--- src/hdl/dee_pkg.sv ---
// Constants and types shared by the data EEPROM access block
package dee_pkg;

  // ****************************************************************
  // Register map (word index; byte address is four times the index)
  // ****************************************************************
  localparam int unsigned ADR_W           = 12;
  localparam int unsigned IDX_W           = 10;
  localparam logic [9:0]  IDX_BYTE_BUFFER = 10'h09a;
  localparam logic [9:0]  IDX_CELL_INDEX  = 10'h09b;
  localparam logic [9:0]  IDX_NVM_CONTROL = 10'h09c;
  localparam logic [9:0]  IDX_UNLOCK_PORT = 10'h09d;
  localparam logic [9:0]  IDX_IRQ_STATUS  = 10'h0a0;
  localparam logic [9:0]  IDX_IRQ_MASK    = 10'h0a1;

  // ****************************************************************
  // Field layout and reset values
  // ****************************************************************
  localparam int unsigned CELLS      = 128;
  localparam int unsigned CELL_AW    = 7;
  localparam int unsigned CTL_FETCH  = 0;
  localparam int unsigned CTL_STORE  = 1;
  localparam int unsigned CTL_PERMIT = 2;
  localparam int unsigned IRQ_W      = 1;
  localparam int unsigned IRQ_DONE   = 0;
  localparam logic [7:0]  BYTE_RST   = 8'h00;
  localparam logic [7:0]  ERASED     = 8'hff;
  localparam logic [7:0]  UNLOCK_KEY_A = 8'h5a;
  localparam logic [7:0]  UNLOCK_KEY_B = 8'ha5;

  // ****************************************************************
  // Self-timed store cycle
  // ****************************************************************
  localparam int unsigned CLK_PERIOD_NS   = 40;
  localparam int unsigned US_NS           = 1000;
  localparam int unsigned ERASE_TIME_US   = 50;
  localparam int unsigned PROGRAM_TIME_US = 50;
  localparam int unsigned ERASE_CYC =
    (ERASE_TIME_US * US_NS + CLK_PERIOD_NS - 1) / CLK_PERIOD_NS;
  localparam int unsigned PROGRAM_CYC =
    (PROGRAM_TIME_US * US_NS + CLK_PERIOD_NS - 1) / CLK_PERIOD_NS;
  localparam int unsigned TMR_W = 12;
  localparam logic [TMR_W-1:0] ERASE_LOAD   = TMR_W'(ERASE_CYC - 1);
  localparam logic [TMR_W-1:0] PROGRAM_LOAD = TMR_W'(PROGRAM_CYC - 1);

  typedef enum logic [1:0] {TMR_IDLE, TMR_ERASE, TMR_PROGRAM} dee_tmr_t;
  typedef enum logic [1:0] {UNL_IDLE, UNL_HALF, UNL_OPEN} dee_unlock_t;

endpackage

--- src/hdl/dee_mem_if.sv ---
// Port between the access logic and the cell array
`timescale 1ns/10ps
interface dee_mem_if;
  logic [6:0] addr;
  logic [7:0] wdata;
  logic [7:0] rdata;
  logic       we;
  logic       re;
  modport ctrl  (output addr, output wdata, output we, output re,
                 input rdata);
  modport array (input addr, input wdata, input we, input re,
                 output rdata);
endinterface

--- src/hdl/dee_cell_array.sv ---
// Byte-wide nonvolatile cell array with registered read data
`timescale 1ns/10ps
module dee_cell_array
(
  input  wire logic   clk_i,
  input  wire logic   rst_i,
  dee_mem_if.array    mem
);

  typedef struct packed {
    logic [7:0] rdata;
  } dee_arr_st_t;

  dee_arr_st_t q;
  dee_arr_st_t d;
  logic [7:0]  cells_q [dee_pkg::CELLS];

  always_comb
  begin
    d = q;
    if (mem.re)
    begin
      d.rdata = cells_q[mem.addr];
    end
  end

  always_ff @(posedge clk_i)
  begin
    if (rst_i)
    begin
      q <= '0;
    end
    else
    begin
      q <= d;
    end
    // Array content survives reset
    if (mem.we)
    begin
      cells_q[mem.addr] <= mem.wdata;
    end
  end

  assign mem.rdata = q.rdata;

endmodule // dee_cell_array

--- src/hdl/dee_store_timer.sv ---
// Self-timer for the erase-then-program store cycle
`timescale 1ns/10ps
module dee_store_timer
(
  input  wire logic clk_i,
  input  wire logic rst_i,
  input  wire logic start_i,
  output logic      erase_o,
  output logic      done_o,
  output logic      busy_o
);

  typedef struct packed {
    dee_pkg::dee_tmr_t            state;
    logic [dee_pkg::TMR_W-1:0]    cnt;
  } dee_tmr_st_t;

  dee_tmr_st_t q;
  dee_tmr_st_t d;

  always_comb
  begin
    d       = q;
    erase_o = 1'b0;
    done_o  = 1'b0;
    case (q.state)
      dee_pkg::TMR_IDLE:
      begin
        if (start_i)
        begin
          d.state = dee_pkg::TMR_ERASE;
          d.cnt   = dee_pkg::ERASE_LOAD;
        end
      end
      dee_pkg::TMR_ERASE:
      begin
        if (q.cnt == '0)
        begin
          erase_o = 1'b1;
          d.state = dee_pkg::TMR_PROGRAM;
          d.cnt   = dee_pkg::PROGRAM_LOAD;
        end
        else
        begin
          d.cnt = q.cnt - 1'b1;
        end
      end
      dee_pkg::TMR_PROGRAM:
      begin
        if (q.cnt == '0)
        begin
          done_o  = 1'b1;
          d.state = dee_pkg::TMR_IDLE;
        end
        else
        begin
          d.cnt = q.cnt - 1'b1;
        end
      end
      default:
      begin
        d.state = dee_pkg::TMR_IDLE;
      end
    endcase
  end

  always_ff @(posedge clk_i)
  begin
    if (rst_i)
    begin
      q <= '0;
    end
    else
    begin
      q <= d;
    end
  end

  assign busy_o = (q.state != dee_pkg::TMR_IDLE);
endmodule // dee_store_timer

--- src/hdl/dee_access_top.sv ---
// Wishbone access path to the 128-byte data EEPROM
// Notes on behaviour
// - A nonvolatile store of 128 bytes, cells 0 to 7Fh.
// - Software reads and writes the store one byte at a time.
// - Each store erases the cell first, then programs the new byte.
// - Store length comes from an internal timer; hardware signals end.
// - Store reached only through address, data and control registers; the programming port also reads and writes cells directly.
// - With protection on, the processor still reads and writes cells.
// - With protection on, the programming port is refused everything.
// - Eight-bit data register, read/write, resets to zero.
// - Address bits 6 to 0 select the cell; they reset to zero.
// - Unlock port has no storage; used only in the unlock sequence.
// - Fetch bit loads the addressed cell in one cycle, then self-clears.
// - Fetch and store bits are set-only; hardware clears on completion.
// - Stores need the permit bit, which is zero after reset.
// - Store completion sets a done flag that stays until cleared.
`timescale 1ns/10ps
module dee_access_top
(
  input  wire logic        clk_i,
  input  wire logic        rst_i,
  input  wire logic        cyc_i,
  input  wire logic        stb_i,
  input  wire logic        we_i,
  input  wire logic [11:0] adr_i,
  input  wire logic [3:0]  sel_i,
  input  wire logic [31:0] dat_i,
  output logic      [31:0] dat_o,
  output logic             ack_o,
  output logic             irq_o,
  input  wire logic        protect_i,
  input  wire logic        prog_req_i,
  input  wire logic        prog_we_i,
  input  wire logic [6:0]  prog_addr_i,
  input  wire logic [7:0]  prog_wdata_i,
  output logic      [7:0]  prog_rdata_o,
  output logic             prog_ack_o,
  output logic             prog_refused_o
);

  // ****************************************************************
  // State
  // ****************************************************************
  typedef struct packed {
    logic [7:0]                buffer;
    logic [dee_pkg::CELL_AW-1:0] index;
    logic                      fetch;
    logic                      store;
    logic                      permit;
    dee_pkg::dee_unlock_t      unlock;
    logic [dee_pkg::IRQ_W-1:0] status;
    logic [dee_pkg::IRQ_W-1:0] mask;
    logic                      ack;
    logic [31:0]               rdat;
    logic                      prog_pend;
    logic                      prog_ref;
    logic                      prog_ack;
    logic                      prog_refused;
    logic [7:0]                prog_rdata;
  } dee_top_st_t;

  dee_top_st_t q;
  dee_top_st_t d;

  dee_mem_if mem ();

  logic wb_req;
  logic wb_wr;
  logic wb_rd;
  logic fetch_go;
  logic store_go;
  logic prog_free;
  logic prog_go;
  logic prog_ref_go;
  logic tmr_erase;
  logic tmr_done;
  logic tmr_busy;

  function automatic logic hit(input logic [11:0] adr,
                               input logic [9:0]  idx);
    hit = (adr[11:2] == idx);
  endfunction

  // ****************************************************************
  // Bus qualification and launches
  // ****************************************************************
  assign wb_req = cyc_i & stb_i;
  assign wb_wr  = wb_req & q.ack & we_i & sel_i[0];
  assign wb_rd  = wb_req & q.ack & ~we_i;

  assign fetch_go = wb_wr & hit(adr_i, dee_pkg::IDX_NVM_CONTROL) &
                    dat_i[dee_pkg::CTL_FETCH] & ~q.fetch & ~q.store;
  assign store_go = wb_wr & hit(adr_i, dee_pkg::IDX_NVM_CONTROL) &
                    dat_i[dee_pkg::CTL_STORE] & q.permit &
                    (q.unlock == dee_pkg::UNL_OPEN) &
                    ~q.store & ~q.fetch;

  assign prog_free   = prog_req_i & ~q.prog_pend & ~q.prog_ack &
                       ~wb_req & ~q.store & ~q.fetch;
  assign prog_go     = prog_free & ~protect_i;
  assign prog_ref_go = prog_req_i & ~q.prog_pend & ~q.prog_ack &
                       protect_i;

  // ****************************************************************
  // Cell array port
  // ****************************************************************
  assign mem.re    = fetch_go | (prog_go & ~prog_we_i);
  assign mem.we    = tmr_erase | tmr_done | (prog_go & prog_we_i);
  assign mem.addr  = prog_go ? prog_addr_i : q.index;
  assign mem.wdata = tmr_erase ? dee_pkg::ERASED :
                     (tmr_done ? q.buffer : prog_wdata_i);

  dee_cell_array u_array
  (
    .clk_i (clk_i),
    .rst_i (rst_i),
    .mem   (mem)
  );

  dee_store_timer u_timer
  (
    .clk_i   (clk_i),
    .rst_i   (rst_i),
    .start_i (store_go),
    .erase_o (tmr_erase),
    .done_o  (tmr_done),
    .busy_o  (tmr_busy)
  );

  // ****************************************************************
  // Next state
  // ****************************************************************
  always_comb
  begin
    logic [31:0]               rd_val;
    logic [dee_pkg::IRQ_W-1:0] st_set;
    logic [dee_pkg::IRQ_W-1:0] st_clr;
    rd_val = '0;
    st_set = '0;
    st_clr = '0;
    d      = q;
    // Read data for the current request, taken one cycle before ack
    if (hit(adr_i, dee_pkg::IDX_BYTE_BUFFER))
    begin
      rd_val = 32'(q.buffer);
    end
    else if (hit(adr_i, dee_pkg::IDX_CELL_INDEX))
    begin
      rd_val = 32'(q.index);
    end
    else if (hit(adr_i, dee_pkg::IDX_NVM_CONTROL))
    begin
      rd_val = 32'({q.permit, q.store, q.fetch});
    end
    else if (hit(adr_i, dee_pkg::IDX_IRQ_STATUS))
    begin
      rd_val = 32'(q.status);
    end
    else if (hit(adr_i, dee_pkg::IDX_IRQ_MASK))
    begin
      rd_val = 32'(q.mask);
    end
    d.ack = wb_req & ~q.ack;
    if (wb_req & ~q.ack)
    begin
      d.rdat = rd_val;
    end
    // Register writes
    if (wb_wr)
    begin
      if (hit(adr_i, dee_pkg::IDX_BYTE_BUFFER))
      begin
        d.buffer = dat_i[7:0];
      end
      if (hit(adr_i, dee_pkg::IDX_CELL_INDEX))
      begin
        d.index = dat_i[dee_pkg::CELL_AW-1:0];
      end
      if (hit(adr_i, dee_pkg::IDX_NVM_CONTROL))
      begin
        d.permit = dat_i[dee_pkg::CTL_PERMIT];
        d.unlock = dee_pkg::UNL_IDLE;
      end
      if (hit(adr_i, dee_pkg::IDX_IRQ_MASK))
      begin
        d.mask = dat_i[dee_pkg::IRQ_W-1:0];
      end
      if (hit(adr_i, dee_pkg::IDX_UNLOCK_PORT))
      begin
        if (dat_i[7:0] == dee_pkg::UNLOCK_KEY_A)
        begin
          d.unlock = dee_pkg::UNL_HALF;
        end
        else if ((dat_i[7:0] == dee_pkg::UNLOCK_KEY_B) &&
                 (q.unlock == dee_pkg::UNL_HALF))
        begin
          d.unlock = dee_pkg::UNL_OPEN;
        end
        else
        begin
          d.unlock = dee_pkg::UNL_IDLE;
        end
      end
    end
    // Launch bits are set-only from the bus
    if (fetch_go)
    begin
      d.fetch = 1'b1;
    end
    if (store_go)
    begin
      d.store = 1'b1;
    end
    if (q.fetch)
    begin
      d.buffer = mem.rdata;
      d.fetch  = 1'b0;
    end
    if (tmr_done)
    begin
      d.store = 1'b0;
      st_set[dee_pkg::IRQ_DONE] = 1'b1;
    end
    // Read of status clears it; a new event wins
    if (wb_rd && hit(adr_i, dee_pkg::IDX_IRQ_STATUS))
    begin
      st_clr = '1;
    end
    d.status = (q.status & ~st_clr) | st_set;
    // Programming port
    d.prog_ack = q.prog_pend;
    d.prog_pend = prog_go | prog_ref_go;
    if (prog_go | prog_ref_go)
    begin
      d.prog_ref = prog_ref_go;
    end
    if (q.prog_pend)
    begin
      d.prog_refused = q.prog_ref;
      d.prog_rdata   = q.prog_ref ? '0 : mem.rdata;
    end
  end

  always_ff @(posedge clk_i)
  begin
    if (rst_i)
    begin
      q <= '0;
    end
    else
    begin
      q <= d;
    end
  end

  // ****************************************************************
  // Outputs
  // ****************************************************************
  assign dat_o          = q.rdat;
  assign ack_o          = q.ack;
  assign irq_o          = |(q.status & q.mask);
  assign prog_ack_o     = q.prog_ack;
  assign prog_refused_o = q.prog_refused;
  assign prog_rdata_o   = q.prog_rdata;
endmodule // dee_access_top

--- config.mk ---
export PLATFORM = sky130hd
export DESIGN_NAME = dee_access_top
export DESIGN_NICKNAME = d
export VERILOG_FILES = /design/src/hdl/dee_pkg.sv /design/src/hdl/dee_mem_if.sv /design/src/hdl/dee_cell_array.sv /design/src/hdl/dee_store_timer.sv /design/src/hdl/dee_access_top.sv
export SDC_FILE = /design/constraint.sdc
export NUM_CORES = 1
export LEC_CHECK = 0
export ABC_AREA = 0
export BUFFER_PORTS_ARGS = -buffer_cell sky130_fd_sc_hd__buf_2
export CELL_PAD_IN_SITES_DETAIL_PLACEMENT = 1
export CELL_PAD_IN_SITES_GLOBAL_PLACEMENT = 2
export CORE_ASPECT_RATIO = 0.5
export CORE_MARGIN = 5
export CORE_UTILIZATION = 25
export CTS_BUF_LIST = sky130_fd_sc_hd__clkbuf_4
export DETAILED_ROUTE_END_ITERATION = 8
export PLACE_DENSITY = 0.48
export SLEW_MARGIN = 25
export SYNTH_ARGS = -nofsm -noshare
export SYNTH_HDL_FRONTEND = slang
export SYNTH_SLANG_ARGS = --single-unit
export TNS_END_PERCENT = 1
--- constraint.sdc ---
create_clock -name clk_i -period 6.5 [get_ports clk_i]
set_clock_uncertainty 0.05 [all_clocks]
set_input_delay 0.325 -clock clk_i [delete_from_list [all_inputs] [get_ports clk_i]]
set_output_delay 0.325 -clock clk_i [all_outputs]
set_load 0.02 [all_outputs]
==> run metrics, run 1 <==
vias in the first global route 30720; Async SR Flop Fraction 0; leakage 17.40 nW; Layout area overhead 19.29%; IR Drop Worst-Case VDD 0.0001797 V; Power Dens Cells 277.9 mW/mm^2; worst slew pin tran 1.118 ns; DRC 0; Worst Setup End Kind flip-flop; placed cell count 5294; Highest Signal Layer met4; Mapped Cells 2966; total global-route track usage 0.1840; CTS tree done; # port buffers 61; Syn. warnings 0; vias 29380; Max-Cap Viols 0; CORE AREA 0.1734 mm^2; Cell Rows 108; area leader, netlist edfxtp_1; Req. time, crit path 7.59 ns; layout cells sized above 1 0.2245; CP Class reg -> reg; WP data arrival 6.63 ns; final hold viol count 0; CTS Buffer Depth 4; worst-path fanout max 17; Post-Syn Area 0.04361 mm^2; DR WL/cell 29.56 um; Clk pin slew, worst setup/hold paths 0.07 ns; Setup Buffers After CTS 0; wire length on met2 80250 um; initial antenna violation count 11; FF+latch count, synth 1089; first-pass GRT wire length 241200 um; hold slack 0.2079 ns; Post-Route M1 WL 80290 um; crit start category flip-flop; relative slew slack 0.2532; PostCTS Resize Cnt 0; Die X 600.7 um; crit path time final 5.536 ns; period utilization 0.8518; CTS buffer count 302; Root Driver clkbuf_4; commonest non-fill, non-tap cell in the layout edfxtp_1; DRT iter0 DRCs 2319; status complete, no violations; setup violators final 0; met3 WL 8554 um; post-route ant nets 0; most area-consuming cells after synthesis edfxtp_1, dfxtp_1, mux2i_1, a22oi_1, o21ai_0; post-detail-place hpwl 106900 um; pin count of the biggest net entering global routing 99; count of cell types in the netlist 77; GRT overflow 0; Avg Inst Size Synth 14.70 um^2; Ports 115; RSZ-0062 raised after global routing no; Slew Limit Fails 0; CTS H-tree depth 5; Num Clock Sinks 1089; post-layout util 0.3001; Top FF cell, synth edfxtp_1; Fmax 180.6 MHz; Die H 305.3 um; Final Non-Filler Cells 5862; clock latency on the worst-skew pair 1.26 ns; register area share after synthesis 0.7349; post-DR vias/cell 5.012; Setup TNS 0 ns; Yosys top cell area share 0.7051; GP Congestion 0.7786; Starting Density 0.2516; EDFF count, synth 1024; die area 0.1834 mm^2; nets 3446; most frequent cells in the layout edfxtp_1, clkbuf_4, o21ai_0; TritonRoute pass-1 iters 7; final wirelength 173300 um; min-delay worst type in -> reg
==> worst paths after layout <==
kind              depth (start not counted)                  start                                 to  slack [ns]
setup / recovery                         12        d[9]$_SDFF_PP0_  u_array.mem.rdata[2]$_SDFFE_PP0P_        0.96
hold / removal                            6              adr_i[10]                 q[50]$_SDFFE_PP0P_        0.21
hold reg to reg                           2  dat_o[3]$_SDFFE_PP0P_              dat_o[3]$_SDFFE_PP0P_        0.41
setup reg to reg                         12        d[9]$_SDFF_PP0_  u_array.mem.rdata[2]$_SDFFE_PP0P_        0.96
==> cells by family (layout without fill, tap and decap cells) <==
group                    count (synthesis)  after routing  share of synthesized area
AO/OA/AOI/OAI                          893            893                     0.1401
XOR/XNOR                                 8              8                   0.001607
adder cells (fa/ha/maj)                  5              5                   0.001434
buffers and inverters                  262            819                    0.02852
flip-flops                            1089           1089                     0.7349
multiplexers                           136            136                    0.03139
other                                    1             30                 0.00008599
AND/OR/NAND/NOR                        572            572                    0.06200
==> critical path: stages, from the launching register on <==
cell and delay [ns]:
dfxtp_1 0.75, or3b_1 0.69, buf_4 0.40, or4_1 0.23, o31a_1 0.75, buf_4 0.28, or2_2 0.25, a41oi_1 0.12
nor4_1 0.25, buf_4 0.19, nor4bb_1 0.69, a211oi_1 0.16, dlygate4sd3_1 0.60
==> report_power, final <==
group          internal [mW]  switching (mW)  leakage (nW)  total, mW
Sequential              7.66         0.00984          9.72       7.67
Clock                   3.17            2.98          2.15       6.15
Combinational          0.168           0.469          5.53      0.637
Total                   11.0            3.45          17.4       14.5
==> cell usage after synthesis (13+ instances only) <==
library cell and count:
buf_2 61, a22o_1 73, nand2b_1 23, o21ai_0 204, nor3_1 16, buf_4 43
nand2_1 107, a41o_1 15, o21a_1 49, a31oi_1 33, clkbuf_1 116, a41oi_1 13
a21oi_1 119, a22oi_1 166, nor4_1 21, o22ai_1 60, dfxtp_1 65, nand3_1 103
nor2_1 216, edfxtp_1 1024, a21o_1 13, a211oi_1 21, buf_1 25, nand4_1 22
mux2i_1 130, o41ai_1 23, a221oi_1 16, inv_1 14
==> layer usage <==
layer,up-vias,track usage
met2,910,0.2948
met1,15520,0.2549
li1,12690,-
met4,0,0.06116
met5,-,0
met3,263,0.02932
==> stage by stage <==
step	cell area, um^2	setup WS [ns]	power, mW
floorplan	43700	2.150	8.142
global placement	47570	1.412	8.433
detailed placement	47620	1.392	8.439
CTS	51930	1.011	14.66
global route	52020	0.7503	15.08
finish	52020	0.9636	14.46
==> timing repair <==
item | in CTS | in global routing
hold buffers | 78 | 2
hold endpoints to repair | 338 | 59
setup endpoints to repair | 0 | 0
==> registers in the layout, indices dropped and copies added (netlist names) <==
| name | count |
|---|---|
| q | 23 |
| u_timer.q | 14 |
| u_array.cells_q | 1024 |
| prog_refused_o | 1 |
| prog_rdata_o | 8 |
| ack_o | 1 |
| u_array.mem.rdata | 8 |
| dat_o | 8 |
| prog_ack_o | 1 |
| d | 1 |
==> layout make-up <==
| class | count | area [um^2] |
|---|---|---|
| fill | 18440 | 121300 |
| sequential | 1089 | 32050 |
| multi-input combinational | 1638 | 10820 |
| clock buffer | 438 | 3288 |
| tap | 2310 | 2890 |
| timing repair buffer | 325 | 2670 |
| clock inverter | 42 | 239.0 |
| inverter | 14 | 52.55 |
| antenna | 6 | 15.01 |
Power figures use the tool's default switching activity.
==> run 2: changes to the inputs <==
--- a/config.mk
+++ b/config.mk
@@ -10,7 +10,6 @@
 export CELL_PAD_IN_SITES_DETAIL_PLACEMENT = 1
 export CELL_PAD_IN_SITES_GLOBAL_PLACEMENT = 2
 export CORE_ASPECT_RATIO = 0.5
-export CORE_MARGIN = 5
 export CORE_UTILIZATION = 25
 export CTS_BUF_LIST = sky130_fd_sc_hd__clkbuf_4
 export DETAILED_ROUTE_END_ITERATION = 8
==> constraint.sdc (replaced) <==
create_clock -name clk_i -period 5.6 [get_ports clk_i]
set_clock_uncertainty 0.05 [all_clocks]
set_input_delay 0.28 -clock clk_i [delete_from_list [all_inputs] [get_ports clk_i]]
set_output_delay 0.28 -clock clk_i [all_outputs]
set_load 0.02 [all_outputs]
==> run 2 against run 1 <==
Sequential share of layout area decreased by 0.99 points; clock power up 10%; utilization is 0.77 points higher; fmax grew 11%; non-clock buffer count is 143 higher; sequential cell count unchanged; global-route usage increased by 1.1 points; total power up 14%; largest power group unchanged.
==> run metrics, run 2 (synthesis results as in run 1) <==
TritonRoute pass-1 iters 7 (unchanged); DRT iter0 DRCs 2278 (-1.8%); Slew Limit Fails 0 (unchanged); initial antenna violation count 8 (-3); hold slack 0.1784 ns (-0.02946 ns); crit path time final 4.992 ns (-0.5440 ns); hold_buf cts 89 (+14%); IR Drop Worst-Case VDD 0.0002212 V (+23%); post-DR vias/cell 4.995 (-0.35%); relative slew slack 0.2859 (+0.03278); DRC 0 (unchanged); Layout area overhead 21.23%; Ports 115 (unchanged); placed cell count 5409 (+2.2%); PostCTS Resize Cnt 0 (unchanged); CTS H-tree depth 5 (unchanged); Worst Setup End Kind flip-flop; min-delay worst type in -> reg; Biggest register u_array.cells_q; # port buffers 61 (unchanged); total global-route track usage 0.1948 (+0.01085); Cell Rows 107 (-0.93%); Clk pin slew, worst setup/hold paths 0.07 ns (about the same); Critical Path Max Stage Delay 0.85 ns (+0.10 ns); final hold viol count 0 (unchanged); CORE AREA 0.1718 mm^2 (-0.93%); leakage 18.03 nW (+3.6%); pin count of the biggest net entering global routing 97 (-2.0%); vias 29830 (+1.5%); worst-path fanout max 14 (-3); critical path's top delay family compound AO/OA/AOI/OAI gates; Multi-input gate area 0.01075 mm^2 (-0.64%); Power Dens Cells 310.9 mW/mm^2 (+12%); Setup Buffers After CTS 0 (unchanged); CTS tree done; nets 3583 (+4.0%); commonest non-fill, non-tap cell in the layout edfxtp_1; CP bufs+invs 4 (unchanged); Max-Cap Viols 0 (unchanged); post-detail-place hpwl 110600 um (+3.4%); final wirelength 173500 um (about the same); WP data arrival 6.10 ns (-0.53 ns); GP Congestion 0.8030 (+3.1%); Setup TNS 0 ns (unchanged); Num Clock Sinks 1089 (unchanged); CP cell instances buf_4 -> nor3b_4 -> a21oi_2 -> buf_4 -> or2_2 -> a2111oi_0 -> o22ai_1 -> nor4_1 -> buf_4 -> o2111a_1 -> a31oi_1 -> dlygate4sd3_1; CP max stage cell a2111oi_0; Fmax 200.3 MHz (+11%); biggest regs u_array.cells_q (1024), q (23), u_timer.q (14); GRT overflow 0 (unchanged); die area 0.1762 mm^2 (-3.9%); CTS buffer count 296 (-2.0%); RSZ-0062 raised after global routing no; period utilization 0.8915 (+0.03974); CP dominant cell by count buf_4; CP Class reg -> reg; worst slew pin tran 1.071 ns (-0.04646 ns); Die X 592.7 um (-1.3%); DR WL/cell 29.04 um (-1.8%); most frequent cells in the layout edfxtp_1, clkbuf_4, buf_4; clock latency on the worst-skew pair 1.32 ns (+0.06 ns); CTS Buffer Depth 4 (unchanged); max reg flops 1024 (unchanged); status complete, no violations; crit start category flip-flop; Req. time, crit path 6.71 ns (-0.88 ns); Fillers 18290 (-0.79%); Die H 297.3 um (-2.6%); layout cells sized above 1 0.2388 (+0.01437); Root Driver clkbuf_4; first-pass GRT wire length 241500 um (+0.11%); Starting Density 0.2539 (+0.002351); Reg area 0.03205 mm^2 (unchanged); setup violators final 0 (unchanged); post-route ant nets 0 (unchanged); vias in the first global route 30880 (+0.51%); Final Non-Filler Cells 5973 (+1.9%)
run 2: changes by cell type in the layout (fill, tap and decap cells not counted), sizes merged:
| cell | change |
|---|---|
| diode | +2 |
| bufinv | -3 |
| clkbuf | -26 |
| inv | -2 |
| clkinv | +18 |
| buf | +134 |
| dlygate4sd3 | +9 |
run 2: cell type report:
class                   instances  area share
diodes                          8   0.0003786
clock buffers                 412     0.05850
clock inverters                55    0.004141
inverters                      14   0.0009939
multi-input cells            1638      0.2033
flip-flops and latches       1089      0.6062
well taps                    2289     0.05417
repair buffers                468     0.07227
run 2: power by group:
part / switching (mW) / leakage, nW / total (mW) / internal, mW
logic: 0.547 / 6.29 / 0.760 / 0.212
clock network: 3.41 / 2.02 / 6.77 / 3.36
registers: 0.0103 / 9.72 / 8.91 / 8.90
run 2: path summary, 6_finish.rpt:
kind,start,slack (ns),end,cells after the start
setup / recovery,d[9]$_SDFF_PP0_,0.61,u_array.mem.rdata[6]$_SDFFE_PP0P_,12
hold / removal,rst_i,0.18,u_timer.q[0]$_SDFFE_PP0P_,4
setup reg to reg,d[9]$_SDFF_PP0_,0.61,u_array.mem.rdata[6]$_SDFFE_PP0P_,12
hold reg to reg,dat_o[3]$_SDFFE_PP0P_,0.40,dat_o[3]$_SDFFE_PP0P_,2
run 2: metrics by stage:
step	worst slack (ns)	util	cell area, um^2	total power, mW
global route	0.3451	0.3078	52870	17.12
CTS	0.6083	0.3077	52840	16.69
global placement	0.6685	0.2832	48640	9.808
detailed placement	0.6994	0.2832	48640	9.815
floorplan	1.250	-	43700	9.451
finish	0.6076	0.3078	52870	16.44
run 2: worst min-delay path, stage by stage:
cell           delay, ns
dlygate4sd3_1       0.53
buf_2               0.12
buf_4               0.31
nor2_1              0.17
run 2: metal layers:
layer,wire (um),track usage,share of wire
met1,80020,0.2662,0.46
met2,81810,0.3149,0.47
met3,8029,0.03557,0.046
met4,3610,0.05558,0.021
met5,0,0,0
